==> src/logic/adc_seq_defines.svh <==
// Offsets, field positions, depths and timing figures of the sample sequencer block.
// Included by the control core adc_seq_ctrl only; holds definitions only.
`ifndef ADC_SEQ_DEFINES_SVH
`define ADC_SEQ_DEFINES_SVH

// System clock and converter clock target, in kHz
`define CLK_KHZ          20000
`define CONV_TARGET_KHZ  16667

// Steps and result FIFO depth of each sequencer
`define SS0_DEPTH        4'd8
`define SS1_DEPTH        4'd4
`define SS2_DEPTH        4'd4
`define SS3_DEPTH        4'd1

// Word base of each FIFO in the shared result memory
`define SS0_BASE         5'h00
`define SS1_BASE         5'h08
`define SS2_BASE         5'h0c
`define SS3_BASE         5'h10
`define MEM_WORDS        17
`define MEM_AW           5

// Bit positions inside a step control nibble
`define CTL_DIFF         0
`define CTL_END          1
`define CTL_IE           2
`define CTL_TEMP         3

// Trigger source codes; codes 1..events select an event input
`define TRIG_PROC        4'h0
`define TRIG_ALWAYS      4'hf

`define RES_W            10
`define WORD_W           32
`endif

==> src/logic/adc_seq_pkg.sv <==
// Types shared by the sample sequencer modules.
// Assumes adc_seq_defines.svh for the figures themselves.
package adc_seq_pkg;
    typedef enum logic [1:0] {
        SEQ_IDLE    = 2'b00,
        SEQ_ISSUE   = 2'b01,
        SEQ_CONVERT = 2'b10
    } seq_state_t;
endpackage : adc_seq_pkg

==> src/logic/stream_if.sv <==
// Valid/ready word channel between the sequencer core and its output buffer.
// Assumes both ends run on the same clock.
`timescale 1ns/100ps
interface stream_if #(parameter int W = 12);
    logic         valid;
    logic         ready;
    logic [W-1:0] data;
    modport src (output valid, output data, input ready);
    modport snk (input valid, input data, output ready);
endinterface : stream_if

==> src/logic/adc_seq_ctrl.sv <==
// Control core of a 10-bit eight-input converter with four sample sequencers.
// Assumes an external converter answering each conv_start with one conv_done
// pulse on the same clock, and configuration held steady while a sequencer runs.
//
// Overview of operation
// RULE1: Four sequencers: 8 steps/8-deep FIFO, two with 4/4, one with 1/1.
// RULE2: Each result word is 32 bits, conversion in the low 10 bits.
// RULE3: A triggered sequence runs its steps back to back without processor help.
// RULE4: A step is one input-select nibble plus one control nibble, same position.
// RULE5: Control nibble: temperature source, step interrupt, end marker, differential.
// RULE6: Input select picks one of eight inputs, 0 to 7.
// RULE7: Sequencer runs only while enabled; software programs it before enabling.
// RULE8: Several steps may select the same input.
// RULE9: Any steps may enable interrupts; each such completed step sets raw interrupt.
// RULE10: Sequence ends after the step carrying the end marker.
// RULE11: FIFOs are circular; each pop returns and removes the oldest word.
// RULE12: Per sequencer, head, tail, full and empty are visible.
// RULE13: Overflow and underflow are recorded per sequencer.
// RULE14: Sequencing runs at the converter rate, 14 to 18 MHz.
// RULE15: Converter rate derived automatically, aiming at 16.667 MHz.
// RULE16: Interrupt line asserts only when raw interrupt set and mask bit one.
// RULE17: Raw status shows all; masked status shows raw and enabled only.
// RULE18: Writing one clears a sequencer interrupt; zero does nothing.
// RULE19: Concurrent triggers served by 2-bit priority, zero first.
// RULE20: Software gives enabled sequencers distinct priorities, else order undefined.
// RULE21: Trigger source per sequencer, including processor and always sources.
// RULE22: Initiate bit starts a sequencer whose source is the processor.
// RULE23: Always trigger at high priority may starve lower sequencers.
// RULE24: Differential pair k samples input 2k positive, 2k+1 negative.
// RULE25: No averaging: every result goes straight into the FIFO.
// RULE26: Result into full FIFO is dropped and flags overflow; empty pop flags underflow.
// RULE27: Overflow and underflow flags hold until written one.
`timescale 1ns/100ps
`include "adc_seq_defines.svh"
module adc_seq_ctrl import adc_seq_pkg::*; #(
    parameter int NUM_EVT = 4
) (
    // Clock and reset
    input  wire  logic                clk,
    input  wire  logic                rst_n,
    // Configuration
    input  wire  logic [3:0]          sequencer_enable_bit,
    input  wire  logic [3:0][31:0]    step_input_select,
    input  wire  logic [3:0][31:0]    step_control,
    input  wire  logic [3:0][3:0]     trigger_select,
    input  wire  logic [3:0][1:0]     sequencer_priority,
    input  wire  logic [3:0]          interrupt_mask,
    // Write-one strobes
    input  wire  logic [3:0]          initiate_bit,
    input  wire  logic [3:0]          int_clear,
    input  wire  logic [3:0]          ovf_clear,
    input  wire  logic [3:0]          unf_clear,
    // Trigger events from other peripherals
    input  wire  logic [NUM_EVT-1:0]  event_in,
    // Status
    output logic       [3:0]          raw_interrupt_status,
    output logic       [3:0]          interrupt_status,
    output logic       [3:0]          intr,
    output logic       [3:0]          overflow_status,
    output logic       [3:0]          underflow_status,
    output logic       [3:0][2:0]     fifo_head,
    output logic       [3:0][2:0]     fifo_tail,
    output logic       [3:0]          fifo_full,
    output logic       [3:0]          fifo_empty,
    output logic                      busy,
    // Converter
    output logic                      conv_start,
    output logic       [2:0]          conv_pos,
    output logic       [2:0]          conv_neg,
    output logic                      conv_diff,
    output logic                      conv_temp,
    input  wire  logic                conv_done,
    input  wire  logic [`RES_W-1:0]   conv_result,
    // Result pop request
    input  wire  logic                pop_valid,
    input  wire  logic [1:0]          pop_sel,
    output logic                      pop_ready,
    // Popped result
    output logic                      res_valid,
    output logic       [1:0]          res_seq,
    output logic       [`WORD_W-1:0]  res_data,
    input  wire  logic                res_ready
);
    localparam logic [3:0][3:0] DEPTH = {`SS3_DEPTH, `SS2_DEPTH, `SS1_DEPTH, `SS0_DEPTH}; // RULE1
    localparam logic [3:0][4:0] BASE  = {`SS3_BASE, `SS2_BASE, `SS1_BASE, `SS0_BASE};
    localparam logic [15:0] CLK_KHZ  = 16'(`CLK_KHZ);
    localparam logic [15:0] CONV_KHZ = 16'(`CONV_TARGET_KHZ);
    localparam int BUF_W = 2 + `RES_W;

    typedef struct packed {
        seq_state_t        st;
        logic [1:0]        cur;
        logic [2:0]        step;
        logic [3:0]        pend;
        logic [3:0]        raw;
        logic [3:0]        ovf;
        logic [3:0]        unf;
        logic [3:0][2:0]   head;
        logic [3:0][2:0]   tail;
        logic [3:0][3:0]   cnt;
        logic              pop_pend;
        logic [1:0]        pop_seq;
        logic [15:0]       acc;
        logic              conv_start;
        logic [2:0]        pos;
        logic [2:0]        neg;
        logic              diff;
        logic              temp;
        logic [NUM_EVT-1:0] sync1;
        logic [NUM_EVT-1:0] sync2;
        logic [NUM_EVT-1:0] sync3;
        logic [NUM_EVT-1:0] filt;
    } core_t;

    core_t s;
    core_t next_s;

    logic [15:0]        acc_sum;
    logic               conv_en;
    logic [NUM_EVT-1:0] evt_rise;
    logic [3:0]         trig_hit;
    logic               pick_ok;
    logic [1:0]         pick;
    logic [3:0]         cur_sel;
    logic [3:0]         cur_ctl;
    logic               last_step;
    logic               mem_we;
    logic [`MEM_AW-1:0] mem_waddr;
    logic               mem_re;
    logic [`MEM_AW-1:0] mem_raddr;
    logic [`RES_W-1:0]  mem_rdata;
    logic               buf_in_ready;

    stream_if #(.W(BUF_W)) buf_in ();
    stream_if #(.W(BUF_W)) buf_out ();

    function automatic logic [2:0] next_ptr(input logic [2:0] p, input logic [3:0] d);
        return ({1'b0, p} == d - 4'd1) ? 3'd0 : p + 3'd1; // RULE11
    endfunction : next_ptr

    // Fractional divider: one enable per converter clock, from the system clock rate
    assign acc_sum = s.acc + CONV_KHZ; // RULE15
    assign conv_en = (acc_sum >= CLK_KHZ); // RULE14

    // The second and third stages and the filtered level feed the edge detector, never the first stage
    assign evt_rise  = s.sync2 & s.sync3 & ~s.filt;
    assign cur_sel   = step_input_select[s.cur][{s.step, 2'b00} +: 4]; // RULE4 RULE8
    assign cur_ctl   = step_control[s.cur][{s.step, 2'b00} +: 4]; // RULE4
    assign last_step = cur_ctl[`CTL_END] || ({1'b0, s.step} == DEPTH[s.cur] - 4'd1); // RULE10

    always_comb begin
        for (int i = 0; i < 4; i++) begin
            trig_hit[i] = 1'b0;
            unique case (trigger_select[i])
                `TRIG_PROC:   trig_hit[i] = initiate_bit[i]; // RULE22
                `TRIG_ALWAYS: trig_hit[i] = 1'b1; // RULE21 RULE23
                default: begin
                    for (int e = 0; e < NUM_EVT; e++) begin
                        if (trigger_select[i] == 4'(e + 1) && evt_rise[e]) begin
                            trig_hit[i] = 1'b1; // RULE21
                        end
                    end
                end
            endcase
        end
    end

    // Lowest priority value wins; ties go to the lower index but are undefined to software
    always_comb begin
        pick_ok = 1'b0;
        pick    = 2'd0;
        for (int i = 0; i < 4; i++) begin
            if (s.pend[i] && sequencer_enable_bit[i] &&
                (!pick_ok || sequencer_priority[i] < sequencer_priority[pick])) begin // RULE19 RULE20
                pick_ok = 1'b1;
                pick    = 2'(i);
            end
        end
    end

    assign pop_ready = !s.pop_pend && buf_in_ready;

    always_comb begin
        next_s            = s;
        next_s.conv_start = 1'b0;
        next_s.pop_pend   = 1'b0;
        mem_we            = 1'b0;
        mem_waddr         = '0;
        mem_re            = 1'b0;
        mem_raddr         = '0;
        next_s.acc        = conv_en ? acc_sum - CLK_KHZ : acc_sum;
        // Clears first, so a hardware set later in this process wins
        next_s.raw        = s.raw & ~int_clear; // RULE18
        next_s.ovf        = s.ovf & ~ovf_clear; // RULE27
        next_s.unf        = s.unf & ~unf_clear; // RULE27
        next_s.sync1      = event_in;
        next_s.sync2      = s.sync1;
        next_s.sync3      = s.sync2;
        for (int e = 0; e < NUM_EVT; e++) begin
            if (s.sync2[e] == s.sync3[e]) begin
                next_s.filt[e] = s.sync3[e];
            end
        end
        unique case (s.st)
            SEQ_IDLE: begin
                if (pick_ok) begin
                    next_s.cur        = pick; // RULE19
                    next_s.step       = 3'd0;
                    next_s.pend[pick] = 1'b0;
                    next_s.st         = SEQ_ISSUE;
                end
            end
            SEQ_ISSUE: begin
                if (!sequencer_enable_bit[s.cur]) begin
                    next_s.st = SEQ_IDLE; // RULE7
                end else if (conv_en) begin
                    next_s.conv_start = 1'b1; // RULE3
                    next_s.diff       = cur_ctl[`CTL_DIFF]; // RULE5
                    next_s.temp       = cur_ctl[`CTL_TEMP]; // RULE5
                    next_s.pos        = cur_ctl[`CTL_DIFF] ? {cur_sel[1:0], 1'b0}
                                                           : cur_sel[2:0]; // RULE6 RULE24
                    next_s.neg        = {cur_sel[1:0], 1'b1}; // RULE24
                    next_s.st         = SEQ_CONVERT;
                end
            end
            SEQ_CONVERT: begin
                if (conv_done) begin
                    if (s.cnt[s.cur] == DEPTH[s.cur]) begin
                        next_s.ovf[s.cur] = 1'b1; // RULE26 RULE13
                    end else begin
                        mem_we                = 1'b1; // RULE25
                        mem_waddr             = BASE[s.cur] + 5'(s.tail[s.cur]);
                        next_s.tail[s.cur]    = next_ptr(s.tail[s.cur], DEPTH[s.cur]);
                        next_s.cnt[s.cur]     = s.cnt[s.cur] + 4'd1;
                    end
                    if (cur_ctl[`CTL_IE]) begin
                        next_s.raw[s.cur] = 1'b1; // RULE9
                    end
                    if (last_step || !sequencer_enable_bit[s.cur]) begin
                        next_s.st = SEQ_IDLE; // RULE10 RULE7
                    end else begin
                        next_s.step = s.step + 3'd1; // RULE3
                        next_s.st   = SEQ_ISSUE;
                    end
                end
            end
            default: next_s.st = SEQ_IDLE;
        endcase
        // Trigger capture after the idle clear, so a fresh trigger is never lost
        for (int i = 0; i < 4; i++) begin
            if (!sequencer_enable_bit[i]) begin
                next_s.pend[i] = 1'b0; // RULE7
            end else if (trig_hit[i]) begin
                next_s.pend[i] = 1'b1;
            end
        end
        // Pop: reads the oldest word, which lands in the buffer a cycle later
        if (pop_valid && pop_ready) begin
            if (next_s.cnt[pop_sel] == 4'd0 || s.cnt[pop_sel] == 4'd0) begin
                next_s.unf[pop_sel] = 1'b1; // RULE26 RULE13
            end else begin
                mem_re               = 1'b1; // RULE11
                mem_raddr            = BASE[pop_sel] + 5'(s.head[pop_sel]);
                next_s.head[pop_sel] = next_ptr(s.head[pop_sel], DEPTH[pop_sel]);
                next_s.cnt[pop_sel]  = next_s.cnt[pop_sel] - 4'd1;
                next_s.pop_pend      = 1'b1;
                next_s.pop_seq       = pop_sel;
            end
        end
    end

    always_ff @(posedge clk) begin
        if (!rst_n) begin
            s <= '0;
        end else begin
            s <= next_s;
        end
    end

    result_mem #(
        .DEPTH (`MEM_WORDS),
        .AW    (`MEM_AW),
        .W     (`RES_W)
    ) u_mem (
        .clk   (clk),
        .rst_n (rst_n),
        .we    (mem_we),
        .waddr (mem_waddr),
        .wdata (conv_result),
        .re    (mem_re),
        .raddr (mem_raddr),
        .rdata (mem_rdata)
    );

    assign buf_in.valid  = s.pop_pend;
    assign buf_in.data   = {s.pop_seq, mem_rdata};
    assign buf_in_ready  = buf_in.ready;
    assign buf_out.ready = res_ready;

    pair_buffer #(.W(BUF_W)) u_buf (
        .clk   (clk),
        .rst_n (rst_n),
        .up    (buf_in),
        .dn    (buf_out)
    );

    assign res_valid = buf_out.valid;
    assign res_seq   = buf_out.data[BUF_W-1 -: 2];
    assign res_data  = {{(`WORD_W - `RES_W){1'b0}}, buf_out.data[`RES_W-1:0]}; // RULE2

    assign raw_interrupt_status = s.raw; // RULE17
    assign interrupt_status     = s.raw & interrupt_mask; // RULE17
    assign intr                 = s.raw & interrupt_mask; // RULE16
    assign overflow_status      = s.ovf; // RULE13
    assign underflow_status     = s.unf; // RULE13
    assign busy                 = (s.st != SEQ_IDLE);
    assign conv_start           = s.conv_start;
    assign conv_pos             = s.pos;
    assign conv_neg             = s.neg;
    assign conv_diff            = s.diff;
    assign conv_temp            = s.temp;

    always_comb begin
        for (int i = 0; i < 4; i++) begin
            fifo_head[i]  = s.head[i]; // RULE12
            fifo_tail[i]  = s.tail[i]; // RULE12
            fifo_full[i]  = (s.cnt[i] == DEPTH[i]); // RULE12
            fifo_empty[i] = (s.cnt[i] == 4'd0); // RULE12
        end
    end
endmodule : adc_seq_ctrl

==> src/logic/pair_buffer.sv <==
// Two-entry buffer on the popped result path; a stall downstream loses no word.
// Assumes producer honours up.ready; data out come straight from a register.
`timescale 1ns/100ps
module pair_buffer #(parameter int W = 12) (
    // Clock and reset
    input  wire logic clk,
    input  wire logic rst_n,
    // Channels
    stream_if.snk     up,
    stream_if.src     dn
);
    typedef struct packed {
        logic [1:0][W-1:0] d;
        logic [1:0]        cnt;
    } buf_t;

    buf_t s;
    buf_t next_s;

    assign up.ready = (s.cnt != 2'd2);
    assign dn.valid = (s.cnt != 2'd0);
    assign dn.data  = s.d[0];

    always_comb begin
        next_s = s;
        if (dn.valid && dn.ready) begin
            next_s.d[0] = s.d[1];
            next_s.cnt  = s.cnt - 2'd1;
        end
        if (up.valid && up.ready) begin
            next_s.d[next_s.cnt[0]] = up.data;
            next_s.cnt              = next_s.cnt + 2'd1;
        end
    end

    always_ff @(posedge clk) begin
        if (!rst_n) begin
            s <= '0;
        end else begin
            s <= next_s;
        end
    end
endmodule : pair_buffer

==> src/logic/result_mem.sv <==
// Shared result memory of all sequencer FIFOs, one write and one read port.
// Assumes the caller keeps addresses below DEPTH; read data arrive one cycle later.
`timescale 1ns/100ps
module result_mem #(
    parameter int DEPTH = 17,
    parameter int AW    = 5,
    parameter int W     = 10
) (
    // Clock and reset
    input  wire  logic          clk,
    input  wire  logic          rst_n,
    // Write port
    input  wire  logic          we,
    input  wire  logic [AW-1:0] waddr,
    input  wire  logic [W-1:0]  wdata,
    // Read port
    input  wire  logic          re,
    input  wire  logic [AW-1:0] raddr,
    output logic       [W-1:0]  rdata
);
    logic [W-1:0] mem [DEPTH];

    always_ff @(posedge clk) begin
        if (we) begin
            mem[waddr] <= wdata;
        end
        if (!rst_n) begin
            rdata <= '0;
        end else if (re) begin
            rdata <= mem[raddr];
        end
    end
endmodule : result_mem

==> config.mk <==
export PLATFORM = sky130hd
export DESIGN_NAME = adc_seq_ctrl
export DESIGN_NICKNAME = d
export VERILOG_FILES = /design/src/logic/adc_seq_pkg.sv /design/src/logic/stream_if.sv /design/src/logic/adc_seq_ctrl.sv /design/src/logic/pair_buffer.sv /design/src/logic/result_mem.sv
export VERILOG_INCLUDE_DIRS = /design/src /design/src/logic
export SDC_FILE = /design/constraint.sdc
export NUM_CORES = 1
export LEC_CHECK = 0
export ABC_AREA = 1
export BUFFER_PORTS_ARGS = -buffer_cell sky130_fd_sc_hd__buf_2
export CAP_MARGIN = 30
export CORE_MARGIN = 8
export CORE_UTILIZATION = 40
export CTS_BUF_LIST = sky130_fd_sc_hd__clkbuf_8
export CTS_CLUSTER_DIAMETER = 60
export CTS_CLUSTER_SIZE = 10
export DETAILED_ROUTE_END_ITERATION = 10
export REMOVE_ABC_BUFFERS = 1
export SLEW_MARGIN = 15
export SYNTH_ARGS = -nofsm -noshare
export SYNTH_HDL_FRONTEND = slang
export SYNTH_HIERARCHICAL = 1
export SYNTH_SLANG_ARGS = --single-unit
==> constraint.sdc <==
create_clock -name clk -period 4.1 [get_ports clk]
set_input_delay 0 -clock clk [delete_from_list [all_inputs] [get_ports clk]]
set_output_delay 0 -clock clk [all_outputs]
set_load 0.05 [all_outputs]
== After elaboration in Yosys (flattened, before gate mapping) ==
Memories as Yosys holds them, arrays and structs flattened. A register that Yosys moved wholly into a read port is not among the register bits.
Index checks and enable logic that the tools add are counted.

* Add/subtract/negate cells: 13
* $lt $le $gt $ge: 14
* Eq/ne operators: 39
* Shift-type cells: 2
* Multiplexer cells: 121
* Bitwise gates (word level): 17
* Reductions and logical operators: 81

{| class="wikitable"
|+ Operators with widths
! operator !! count
|-
| 32-bit binary-select mux with 2-bit select || 2
|-
| 16-bit two-way mux || 5
|-
| 32-bit two-way mux || 2
|-
| 4-bit two-way mux || 11
|-
| 4-bit binary-select mux with 2-bit select || 5
|-
| 4-bit zero test || 10
|-
| 19-bit two-way mux || 2
|-
| 1-bit two-way mux || 37
|-
| 5-bit two-way mux || 7
|-
| 16-bit bitwise mux || 2
|-
| 4-bit by 2-bit == test with 1-bit output, second input constant || 8
|-
| 32-bit by 6-bit indexed part select with 3-bit output || 1
|-
| 32-bit by 6-bit indexed part select with 4-bit output || 1
|-
| 1-bit logical AND || 31
|-
| 4-bit bitwise AND || 7
|-
| 14-bit two-way mux || 2
|-
| 3-bit two-way mux || 9
|-
| 12-bit bitwise mux || 2
|-
| 24-bit bitwise mux || 1
|-
| 4-bit by 3-bit == test with 1-bit output, second input constant || 6
|-
| 12-bit two-way mux || 2
|-
| 2-bit AND reduction || 11
|-
| 2-bit nonzero test || 11
|-
| 5-bit binary-select mux with 2-bit select || 2
|-
| 45 further kinds || 110
|}

* Flip-flop bits (word level): 133
* RAM bits: 170
* Bits of input ports: 325
* Output and inout port bits: 98
* Word-level logic and storage cells: 328
* Memories kept: 1

{| class="wikitable"
|+ Memory list
! name !! depth !! bits a word !! rd ports !! clocked after memory_dff !! wr ports !! line !! RTL
|-
| u_mem.mem || 17 || 10 || 1 || 1 || 1 || result_mem.sv:21 || <nowiki>logic [W-1:0] mem [DEPTH];</nowiki>
|}

== Longest topological paths before layout ==
Gate-level depths: netlist (run 1).

* Depth after elaboration: 27
* Depth in mapped cells: 35
* Mapped depth without buffers: 26

== Hierarchy ==
The synthesis (run 1) kept the hierarchy.

{| class="wikitable"
|+ Modules (own cells, without submodules)
! module !! times used !! cells each !! area an instance (µm²) !! seq. area each (µm²)
|-
| adc_seq_ctrl || 1 || 1498 || 8959.8 || 2142.1
|-
| result_mem || 1 || 653 || 7357.1 || 5305.1
|-
| pair_buffer || 1 || 206 || 1332.5 || 520.5
|}

== Worst setup path after synthesis (run 1) ==
Ideal clock, no wire load.

* Kind: register to register
* Start: register s[103] (netlist name)
* End: register u_mem.rdata[0], read port of u_mem.mem
* Setup time: 0.121 ns
* Arrival: 4.205 ns
* Setup slack: -0.226 ns
* Stages on the path, launching flop included: 35
* Path through: dfxtp_1 buf_6 inv_4 buf_6 buf_2 buf_2 buf_1 ha_1 clkbuf_1 nand3_1 nand2_1 nand2_1 nor2_4 nor2_4 nand3_1 nand3_1 nand3_1 nand2_1 ha_1 nand3_4 buf_6 nand3_2 buf_6 nor2_1 buf_6 inv_8 buf_6 nand2_1 nand3_1 nand2_1 nand2_1 nand3_1 nand3_1 nand2_1 a21oi_1

* Cells in the longest elaborated chain, start to end: 14
* Elaborated cells on any way between the ends: 23
* Those cells by class: add/sub: 1; order compare: 2; eq/ne: 1; mux: 16; reduce/logical: 3

{| class="wikitable"
|+ Ends and longest elaborated chain
! what !! line !! RTL
|-
| start, declared || adc_seq_ctrl.sv:115 || <nowiki>core_t s;</nowiki>
|-
| start signal, assigned || adc_seq_ctrl.sv:276 || <nowiki>s <= next_s;</nowiki>
|-
| parallel branches: the longest is 5 deep, another holds 4-bit by 1-bit adder with 4-bit output || n/a ||
|-
| 16-bit two-way mux * || adc_seq_ctrl.sv:228 || <nowiki>if (s.cnt[s.cur] == DEPTH[s.cur]) begin</nowiki>
|-
| 16-bit two-way mux * || adc_seq_ctrl.sv:227 || <nowiki>if (conv_done) begin</nowiki>
|-
| 16-bit two-way mux * || adc_seq_ctrl.sv:204 || <nowiki>unique case (s.st)</nowiki>
|-
| 4-bit binary-select mux with 2-bit select * || adc_seq_ctrl.sv:259 || <nowiki>if (next_s.cnt[pop_sel] == 4'd0 || s.cnt[pop_sel] == 4'd0) begin</nowiki>
|-
| 4-bit two-way mux (not written as such) * || adc_seq_ctrl.sv:259 ||
|-
| 4-bit zero test * || adc_seq_ctrl.sv:259 ||
|-
| 1-bit logical OR * || adc_seq_ctrl.sv:259 ||
|-
| 5-bit two-way mux * || adc_seq_ctrl.sv:259 ||
|-
| 5-bit two-way mux * || adc_seq_ctrl.sv:258 || <nowiki>if (pop_valid && pop_ready) begin</nowiki>
|-
| net mem_raddr[0] || adc_seq_ctrl.sv:130 || <nowiki>logic [`MEM_AW-1:0] mem_raddr;</nowiki>
|-
| end, declared || result_mem.sv:19 || <nowiki>output logic [W-1:0] rdata</nowiki>
|}

Mark *: on every way through the listed nets, which the timed path passes. The select of a mux whose other input is x is not followed.
A chain may end at the register's enable or synchronous reset.

== Worst setup path after layout (run 1) ==
Ends and elaborated chain as after synthesis.

==> reports/summary.md, run 1 <==
• 46510 um — detailed placement HPWL
• 226.1 um — vertical extent of the die
• 9.641 nW — leakage power summed over all cells
• 3 — deepest clock path buffer count
• 1.041 ns — slew at the pin closest to its max-slew limit
• 0.30 ns — setup slack of the most critical reg-to-reg path
• 0.02267 ns — Setup Skew
• 0.07 ns — Reg clk slew, reported paths
• 0.9734 — Placer Congestion
• edfxtp_1 — dominant register cell in the synthesized netlist
• underflow_status[2]$_SDFF_PN0_ — worst min-delay path endpoint
• 38 — Inserted Clock Buffers
• in -> reg — worst min path class
• 0 ns — setup total negative slack
• 0 — post-synthesis async set-or-reset flop share
• 18.80 um — average detailed-routed wire length per instance
• 368 — count of input and output buffers
• 19 — antenna violations before repair
• nand2_1, buf_2, nor2_1 — commonest cells after routing, fill and taps aside
• done — CTS tree
• 7.488 sq um — Syn Area/Cell
• 77 — floorplan row count
• 0.4017 — Initial Util
• reg -> reg — kind of critical path
• 306.2 uV — maximum vdd ir drop
• 17.04k — routed via count
• 263.3 MHz — fmax
• 5 — cell count of the worst hold path
• 313 — #FFs+latches synth
• 40 — maximum fanout encountered on the critical timing path
• 1134 — count of routing violations after the opening detailed-route iteration
• 51100 sq um — full die area
• 4.54 ns — CP Data Required Time
• 25 — path depth of the worst reg2reg path
• clkbuf_8 — root buffer selected by CTS
• pop_valid — launch instance of the worst min-delay path
• 170 — EDFF count, synth
• 17650 sq um — post-synthesis cell area
• 2 — Clock H-tree levels
• 0 — final number of hold-violating endpoints
• 81 — pin count of the biggest net entering global routing
• 4.24 ns — worst path arrival time
• s[103]$_SDFFE_PN0P_ — Reg2Reg Launch Point
• 0.1426 ns — post-placement worst setup slack
• 3186 — cell count after placement
• 0 — number of maximum-capacitance violations
• 62360 um — drt total wl
• 0 — global-route congestion overflow total
• 0.1872 — layout cell share with drive strength beyond 1
• 0 — post-route antenna net violation count
• 0.4514 — share of synthesized area occupied by flip-flops and latches
• 93450 um — wire length of the first global-routing pass
• 5 — number of iterations in the first detailed-routing pass
• 0.2988 — max-slew headroom at the worst pin
• 17.73% — layout overhead on the synthesized area
• flop — nature of the critical path startpoint
• 3317 — number of standard cells in the final layout excluding fillers
• 0.3018 ns — post-layout worst setup margin
• flop — endpoint type of the worst setup path
• 53 — post-synth cell types
• 0.9264 — part of the cycle the worst path needs
• 0 — count of endpoints failing setup in the final report
• 0.58 ns — clock latency on the worst-skew pair
• 3042 — post-layout net count
• 423 — # IOs
• 313 — clock sink count
• 226.1 um — chip width
• u_mem/rdata[0]$_SDFFE_PN0P_ — end of the worst register-to-register path
• complete, no violations — status
• 16.37k — via count of the first global-routing pass
• 6 — number of warnings printed during yosys synthesis
• 3.798 ns — post-layout min period
• 5.137 — Vias per Instance
• 0 — number of max-slew violations in the final report
• 0 — DRC errors left
• 0.2322 — Total Routing Usage GR
• 371.3 nW/um^2 — pwr/cell area
• 43930 sq um — Std-Cell Core Area
• 2357 — gate count after technology mapping
• nand2_1 — most common library cell in the layout ignoring fill and taps
• 4466 — FILL cells
[layout make-up]
| class | instances | area [sq um] | share of cell area |
|---|---|---|---|
| Sequential cell | 313 | 7973 | 0.3837 |
| Tap cell | 592 | 740.7 | 0.03565 |
| Timing Repair inverter | 1 | 8.758 | 0.0004215 |
| Antenna cell | 12 | 30.03 | 0.001445 |
| Inverter | 207 | 794.5 | 0.03824 |
| Clock buffer | 38 | 523.0 | 0.02517 |
| Multi-Input combinational cell | 1658 | 7766 | 0.3738 |
| Clock inverter | 26 | 155.1 | 0.007467 |
| Timing Repair Buffer | 470 | 2788 | 0.1342 |
[stage by stage]
step	util	total power [mW]	hold slack [ns]	cell area (sq um)
after detailed placement	0.4441	5.655	0.1938	19510
after floorplan	-	4.897	0.09345	16490
after CTS	0.4707	7.779	0.01130	20680
after global routing	0.4728	8.167	0.04926	20770
final	0.4730	7.716	0.04254	20780
after global placement	0.4435	5.614	0.1910	19480
[synth_stat cells, types with 10 or more instances]
cell / number / area, sq um
o21ai_0: 179 / 895.9
dfxtp_1: 143 / 2863
ha_1: 28 / 350.3
o211ai_1: 11 / 82.58
nor3_1: 12 / 60.06
nand4_1: 15 / 93.84
inv_1: 194 / 728.2
edfxtp_1: 170 / 5105
buf_4: 89 / 668.1
buf_6: 16 / 180.2
nor2_1: 325 / 1220
clkbuf_1: 60 / 225.2
a21oi_1: 83 / 415.4
nand2_1: 622 / 2335
o22ai_1: 18 / 112.6
nand2_2: 10 / 62.56
o221ai_1: 35 / 306.5
buf_2: 28 / 140.1
nand3_1: 228 / 1141
xor2_1: 11 / 96.34
[kinds of logic (layout without fill, tap and decap cells)]
logic type	count (synthesis)	after routing	share of synthesized area
AOI/OAI and AO/OA	355	355	0.1152
xor gates and xnor gates	15	15	0.007443
adders and majority gates	28	28	0.01985
buffers and inverters	407	742	0.1149
DFF	313	313	0.4514
other	1	34	0.0002125
and+or+nand+nor	1238	1238	0.2909
[worst max-delay path, stage by stage (launching register included)]
cell and delay, ns:
dfxtp_4 0.38, clkbuf_2 0.16, ha_1 0.22, inv_1 0.19
nand2_1 0.10, nand2_2 0.10, nand2_1 0.09, nor2_4 0.19
nor2_4 0.07, nand3_1 0.10, nand3_1 0.09, nand3_1 0.09
nand2_1 0.11, ha_1 0.27, nand3_4 0.12, nand3_4 0.12
nor2_4 0.30, clkinv_8 0.23, nand2_1 0.12, nand3_1 0.08
nand2_1 0.09, nand2_1 0.05, nand3_1 0.11, nand3_1 0.11
nand2_1 0.10, a21oi_1 0.06
[metal layers]
metal / global-route usage / vias up / wire length, um
li1: - / 8344 / -
met1: 0.2755 / 7899 / 24930
met2: 0.4023 / 673 / 29840
met3: 0.04402 / 122 / 4711
met4: 0.1094 / 0 / 2878
met5: 0 / - / 0
[worst max path at each step]
stage	cells after the start	startpoint	endpoint	slack, ns
after floorplan	25	s[103]$_SDFFE_PN0P_	u_mem/rdata[0]$_SDFFE_PN0P_	-5.09
after global placement	21	s[103]$_SDFFE_PN0P_	u_mem/rdata[5]$_SDFFE_PN0P_	0.24
after detailed placement	24	s[103]$_SDFFE_PN0P_	u_mem/rdata[0]$_SDFFE_PN0P_	0.14
after CTS	24	s[103]$_SDFFE_PN0P_	u_mem/rdata[0]$_SDFFE_PN0P_	0.12
after global routing	26	s[103]$_SDFFE_PN0P_	u_mem/rdata[8]$_SDFFE_PN0P_	-0.0003
final	25	s[103]$_SDFFE_PN0P_	u_mem/rdata[0]$_SDFFE_PN0P_	0.30
[registers in the layout, indices dropped and copies added (netlist names)]
signal	flops
overflow_status	4
s	51
buf_in.valid	1
conv_pos	3
u_buf/s	14
buf_in.data	2
conv_start	1
conv_temp	1
conv_neg	3
u_mem/mem	170
underflow_status	4
next_s	8
fifo_head	12
raw_interrupt_status	4
u_buf/dn.data	12
conv_diff	1
fifo_tail	12
u_mem/rdata	10
[where the power goes]
group / internal, mW / switching [mW]
registers: 3.42 / 0.0843
logic: 0.676 / 1.46
clock network: 0.940 / 1.14
total: 5.04 / 2.68
[repair_timing]
action,in CTS,in global routing
setup buffers,0,5
endpoints found under the setup margin,0,10
hold endpoints to repair,241,0
resized for setup,0,7
hold buffers,49,0
(Power assumes the default switching activity.)
==> run 2: changes to the inputs <==
CORE_MARGIN = not set   (was 8)
GPL_ROUTABILITY_DRIVEN = 0   (was not set)
==> reports/summary.md, run 2 (synthesis results as in run 1) <==
• 212.1 um — vertical extent of the die, was 226.1 um
• 3.750 ns — post-layout min period, was 3.798 ns
• u_mem/mem — Largest Register, unchanged
• 7.720 mW — final total power, was 7.716 mW
• 0.2541 — Total Routing Usage GR, was 0.2322
• s[104]$_SDFFE_PN0P_ — Reg2Reg Launch Point, was s[103]$_SDFFE_PN0P_
• 0.274 — power share of the clock group, was 0.269
• 0 — DRC errors left, unchanged
• u_mem/mem (170), s (51), u_buf/s (14) — biggest registers after layout, unchanged
• 0.456 — share of total power in sequential cells, was 0.454
• 0 — post-route antenna net violation count, unchanged
• 18.01% — layout overhead on the synthesized area, was 17.73%
• 42850 um — detailed placement HPWL, was 46510 um
• 0.4079 — Initial Util, was 0.4017
• u_mem/rdata[0]$_SDFFE_PN0P_ — end of the worst register-to-register path, unchanged
• 19450 sq um — Post-Place Cell Area, was 19510 sq um
• 17.22k — routed via count, was 17.04k
• 3045 — post-layout net count, was 3042
• 0 — final number of hold-violating endpoints, unchanged
• 239.2 uV — maximum vdd ir drop, was 306.2 uV
• 88310 um — wire length of the first global-routing pass, was 93450 um
• 0.4014 — max-slew headroom at the worst pin, was 0.2988
• 0.270 — share of power burned in combinational logic, was 0.277
• complete, no violations — status, unchanged
• 0 — number of maximum-capacitance violations, unchanged
• 313 — clock sink count, unchanged
• 9.689 nW — leakage power summed over all cells, was 9.641 nW
• 34 — maximum fanout encountered on the critical timing path, was 40
• 59470 um — drt total wl, was 62360 um
• 0 — count of endpoints failing setup in the final report, unchanged
• nand2_1, buf_2, nor2_1 — commonest cells after routing, fill and taps aside, unchanged
• 4.61 ns — CP Data Required Time, was 4.54 ns
• 0.07486 ns — Worst Hold Margin, was 0.04254 ns
• 0.35 ns — setup slack of the most critical reg-to-reg path, was 0.30 ns
• 5.200 — Vias per Instance, was 5.137
• 0.8969 ns — slew at the pin closest to its max-slew limit, was 1.041 ns
• conv_neg[2]$_SDFFE_PN0P_ — worst min-delay path endpoint, was underflow_status[2]$_SDFF_PN0_
• 0 — global-route congestion overflow total, unchanged
• 170 — max FFs per register, unchanged
• 11 — antenna violations before repair, was 19
• 0.07 ns — Reg clk slew, reported paths, about the same
• 98 — pin count of the biggest net entering global routing, was 81
• 0.3491 — switching power share of the total, was 0.3474
• 1211 — count of routing violations after the opening detailed-route iteration, was 1134
• 20830 sq um — final non-filler cell area, was 20780 sq um
• 0.9147 — part of the cycle the worst path needs, was 0.9264
• 4.26 ns — worst path arrival time, was 4.24 ns
• 16.10k — via count of the first global-routing pass, was 16.37k
• in -> reg — worst min path class, unchanged
• clkbuf_8 — root buffer selected by CTS, unchanged
• 266.7 MHz — fmax, was 263.3 MHz
• 76 — floorplan row count, was 77
• flop — nature of the critical path startpoint, unchanged
• 17.96 um — average detailed-routed wire length per instance, was 18.80 um
• 25 — path depth of the worst reg2reg path, unchanged
• 0.60 ns — clock latency on the worst-skew pair, was 0.58 ns
• 43270 sq um — Std-Cell Core Area, was 43930 sq um
• nand2_1 — most common library cell in the layout ignoring fill and taps, unchanged
• 5.025 mW — internal power, was 5.035 mW
• 7 — cell count of the worst hold path, was 5
• done — CTS tree, unchanged
• 0.1875 — layout cell share with drive strength beyond 1, was 0.1872
• 212.1 um — chip width, was 226.1 um
• 370.7 nW/um^2 — pwr/cell area, was 371.3 nW/um^2
• 368 — count of input and output buffers, unchanged
• 423 — # IOs, unchanged
• no — RSZ-0062 raised after global routing
• 0.02298 ns — Setup Skew, was 0.02267 ns
• reg -> reg — kind of critical path, unchanged
• 44970 sq um — full die area, was 51100 sq um
• step_input_select[5] — launch instance of the worst min-delay path, was pop_valid
• 2 — Clock H-tree levels, unchanged
• 5 — number of iterations in the first detailed-routing pass, unchanged
• flop — endpoint type of the worst setup path, unchanged
• 39 — Inserted Clock Buffers, was 38
• 3 — deepest clock path buffer count, unchanged
• 0 — number of max-slew violations in the final report, unchanged
• 2.695 mW — Net Switching, was 2.680 mW
[run 2: cell types whose count changed in the layout (fill, tap and decap cells not counted), sizes merged]
cell,previous run,this run
buf,420,415
bufinv,1,0
clkbuf,39,42
clkinv,8,9
clkinvlp,1,2
diode,12,7
dlygate4sd3,49,56
inv,224,225
[run 2: worst max path at each step]
| stage | endpoint | slack (ns) | start | cells after the start |
|---|---|---|---|---|
| 2_1_floorplan | u_mem/rdata[0]$_SDFFE_PN0P_ | -5.09 | s[103]$_SDFFE_PN0P_ | 25 |
| 3_3_place_gp | u_mem/rdata[6]$_SDFFE_PN0P_ | 0.31 | s[103]$_SDFFE_PN0P_ | 24 |
| 3_5_place_dp | u_mem/rdata[6]$_SDFFE_PN0P_ | 0.14 | s[103]$_SDFFE_PN0P_ | 24 |
| 4_1_cts | u_mem/rdata[9]$_SDFFE_PN0P_ | 0.10 | s[103]$_SDFFE_PN0P_ | 24 |
| 5_1_grt | u_mem/rdata[8]$_SDFFE_PN0P_ | 0.08 | s[103]$_SDFFE_PN0P_ | 27 |
| 6_report | u_mem/rdata[0]$_SDFFE_PN0P_ | 0.35 | s[104]$_SDFFE_PN0P_ | 25 |
[run 2: layout make-up]
type | count | area (sq um)
flip-flops and latches | 313 | 7973
clock inverters | 28 | 140.1
diodes | 7 | 17.52
inverters | 207 | 798.3
fillers | 4317 | 22440
clock buffers | 41 | 564.3
multi-input cells | 1658 | 7759
well taps | 585 | 732.0
repair inverters | 1 | 8.758
repair buffers | 472 | 2835
[run 2: critical path, cell delays in order, from the launching register on]
cell and delay, ns:
dfxtp_2 0.38, buf_4 0.19, ha_1 0.21, inv_1 0.09
nand2_1 0.10, nand2_2 0.09, nand3_4 0.19, nand3_2 0.16
nand2_1 0.12, nand3_1 0.08, nand3_1 0.09, nand2_1 0.10
ha_1 0.26, nand3_4 0.09, nand3_2 0.12, nor2_4 0.30
buf_4 0.20, clkbuf_16 0.23, nand2_1 0.07, nand3_1 0.12
nand2_1 0.06, nand2_1 0.06, nand3_1 0.09, nand3_1 0.07
nand2_1 0.07, a21oi_1 0.12
[run 2: metal layers]
layer | share of wire | track usage
met1 | 0.42 | 0.3158
met2 | 0.48 | 0.4220
met3 | 0.071 | 0.04860
met4 | 0.038 | 0.1247
met5 | 0.00072 | 0
[run 2: through the flow]
stage,std cells,TNS (ns),util,worst slack (ns)
CTS,3298,0,0.4788,0.1046
detailed placement,3173,0,0.4496,0.1449
floorplan,2178,-381.00,-,-5.093
global placement,3165,0,0.4479,0.3079
global route,3312,0,0.4814,0.07936
finish,3312,0,0.4814,0.3499
[run 2: power groups by stage]
stage                     logic (mW)  clock network (mW)  registers (mW)
after floorplan                 1.22                   0            3.68
after global placement          1.98                   0            3.58
after detailed placement        2.02                   0            3.59
after CTS                       2.06                2.19            3.52
after global routing            2.32                2.31            3.53
final                           2.08                2.12            3.52
[run 2: repair_timing]
item / in CTS / in global routing
hold buffers: 56 / 0
hold endpoints to repair: 243 / 0
setup endpoints to repair: 0 / 10
buffers inserted: 0 / 4
gates resized for setup: 0 / 8
==> run 3: changes to the inputs <==
BUFFER_PORTS_ARGS = not set   (was -buffer_cell sky130_fd_sc_hd__buf_2)
DONT_BUFFER_PORTS = 1   (was not set)
==> reports/summary.md, run 3 (synthesis results as in run 1) <==
• 0.08 ns — Reg clk slew, reported paths, was 0.07 ns
• clkbuf_8 — root buffer selected by CTS, unchanged
• s[103]$_SDFFE_PN0P_ — Reg2Reg Launch Point, was s[104]$_SDFFE_PN0P_
• 9 — antenna violations before repair, was 11
• 76 — floorplan row count, unchanged
• 5.413 — Vias per Instance, was 5.200
• 19.82 um — average detailed-routed wire length per instance, was 17.96 um
• 212.1 um — chip width, unchanged
• 0.2507 — Total Routing Usage GR, was 0.2541
• 4.67 ns — CP Data Required Time, was 4.61 ns
• 0.03262 ns — Setup Skew, was 0.02298 ns
• 0.4079 — Initial Util, unchanged
• pop_sel[0] — launch instance of the worst min-delay path, was step_input_select[5]
• 85530 um — wire length of the first global-routing pass, was 88310 um
• u_mem/mem — Largest Register, unchanged
• 76 — maximum fanout encountered on the critical timing path, was 34
• 102 — pin count of the biggest net entering global routing, was 98
• s[103]$_SDFFE_PN0P_ — critical path startpoint, was s[104]$_SDFFE_PN0P_
• 0 — number of max-slew violations in the final report, unchanged
• nand2_1, nor2_1, nand3_1 — commonest cells after routing, fill and taps aside, was nand2_1, buf_2, nor2_1
• 16.06k — routed via count, was 17.22k
• 0 — DRC errors left, unchanged
• 43270 sq um — Std-Cell Core Area, unchanged
• 0.30 ns — setup slack of the most critical reg-to-reg path, was 0.35 ns
• 0 — count of input and output buffers, was 368
• 320.8 uV — maximum vdd ir drop, was 239.2 uV
• 6 — number of iterations in the first detailed-routing pass, was 5
• 212.1 um — vertical extent of the die, unchanged
• flop — endpoint type of the worst setup path, unchanged
• 44970 sq um — full die area, unchanged
• 3.796 ns — post-layout min period, was 3.750 ns
• 6 — cell count of the worst hold path, was 7
• 0.62 ns — clock latency on the worst-skew pair, was 0.60 ns
• no — RSZ-0062 raised after global routing, unchanged
• 0 — count of endpoints failing setup in the final report, unchanged
• 2 — Clock H-tree levels, unchanged
• 9.202% — layout overhead on the synthesized area, was 18.01%
• 398.7 nW/um^2 — pwr/cell area, was 370.7 nW/um^2
• 1349 — count of routing violations after the opening detailed-route iteration, was 1211
• nand2_1 — most common library cell in the layout ignoring fill and taps, unchanged
• 263.4 MHz — fmax, was 266.7 MHz
• 13 — path depth of the worst reg2reg path, was 25
• 0 — global-route congestion overflow total, unchanged
• 0 — final number of hold-violating endpoints, unchanged
• 0.07287 — layout cell share with drive strength beyond 1, was 0.1875
• reg -> reg — kind of critical path, unchanged
• 313 — clock sink count, unchanged
• 4.37 ns — worst path arrival time, was 4.26 ns
• 4323 — FILL cells, was 4317
• 170 — max FFs per register, unchanged
• 0 — post-route antenna net violation count, unchanged
• flop — nature of the critical path startpoint, unchanged
• 19270 sq um — final non-filler cell area, was 20830 sq um
• 0 — number of maximum-capacitance violations, unchanged
• 423 — # IOs, unchanged
• 0.9512 ns — slew at the pin closest to its max-slew limit, was 0.8969 ns
• complete, no violations — status, unchanged
• 0.3651 — max-slew headroom at the worst pin, was 0.4014
• 2703 — post-layout net count, was 3045
• 41940 um — detailed placement HPWL, was 42850 um
• in -> reg — worst min path class, unchanged
• 15.07k — via count of the first global-routing pass, was 16.10k
• done — CTS tree, unchanged
• 7.685 mW — final total power, was 7.720 mW
• u_mem/mem (170), s (51), u_buf/s (14) — biggest registers after layout, unchanged
• 8.239 nW — leakage power summed over all cells, was 9.689 nW
• 58790 um — drt total wl, was 59470 um
• 3 — deepest clock path buffer count, unchanged
• 39 — Inserted Clock Buffers, unchanged
• 0.9258 — part of the cycle the worst path needs, was 0.9147
• 17760 sq um — Post-Place Cell Area, was 19450 sq um
## run 3: power by group
group | switching, mW | internal [mW] | total, mW
sequential | 0.186 | 3.42 | 3.61
clock | 1.20 | 0.973 | 2.18
combinational | 1.32 | 0.587 | 1.90
## run 3: through the flow
stage               utilization  setup WS [ns]  setup TNS [ns]  std cells  hold slack, ns
finish                   0.4455         0.3041               0       2966         0.04459
global route             0.4454        0.02434               0       2965         0.03412
CTS                      0.4416        0.04805               0       2952       0.0008861
detailed placement       0.4104         0.1043               0       2824          0.1001
global placement         0.4104         0.1896               0       2824          0.1001
floorplan                     -         -5.093         -381.00       2178         0.09345
## run 3: worst paths after layout
| check | end |
|---|---|
| max | conv_pos[2]$_SDFFE_PN0P_ |
| min | buf_in.valid$_SDFF_PN0_ |
| max reg2reg | conv_pos[2]$_SDFFE_PN0P_ |
| min reg2reg | next_s[4]$_SDFF_PN0_ |
## run 3: area by class of cell
cell class                 count  area [sq um]  share of cell area
timing repair inverter         1         7.507           0.0003895
clock inverter                26         165.2            0.008569
tap                          585         732.0             0.03798
timing repair buffer         130          1211             0.06284
clock buffer                  39         536.8             0.02785
inverter                     207         805.8             0.04181
multi-input combinational   1658          7825              0.4060
antenna                        7         17.52           0.0009089
sequential                   313          7973              0.4137
## run 3: timing repair
item | CTS | global route
setup buffers | 0 | 5
setup endpoints to repair | 0 | 17
hold endpoints to repair | 312 | 0
hold buffers | 63 | 0
gates resized for setup | 0 | 26
## run 3: worst max-delay path, stage by stage, from the launching register on
cell           delay [ns]
dfxtp_4              0.40
inv_4                0.15
buf_4                0.43
buf_6                0.46
nor2_1               0.14
o221ai_1             0.22
dlygate4sd3_1        0.58
nand3_1              0.06
dlygate4sd3_1        0.58
a21oi_1              0.29
nor2_1               0.09
a31oi_1              0.15
nor2_1               0.06
nor2_1               0.09
## run 3: metal layers
metal,up-vias,track usage,share of wire
met3,140,0.08109,0.097
li1,7662,-,-
met1,7530,0.2934,0.39
met4,4,0.1249,0.046
met5,-,0,0.00049
met2,719,0.4119,0.47
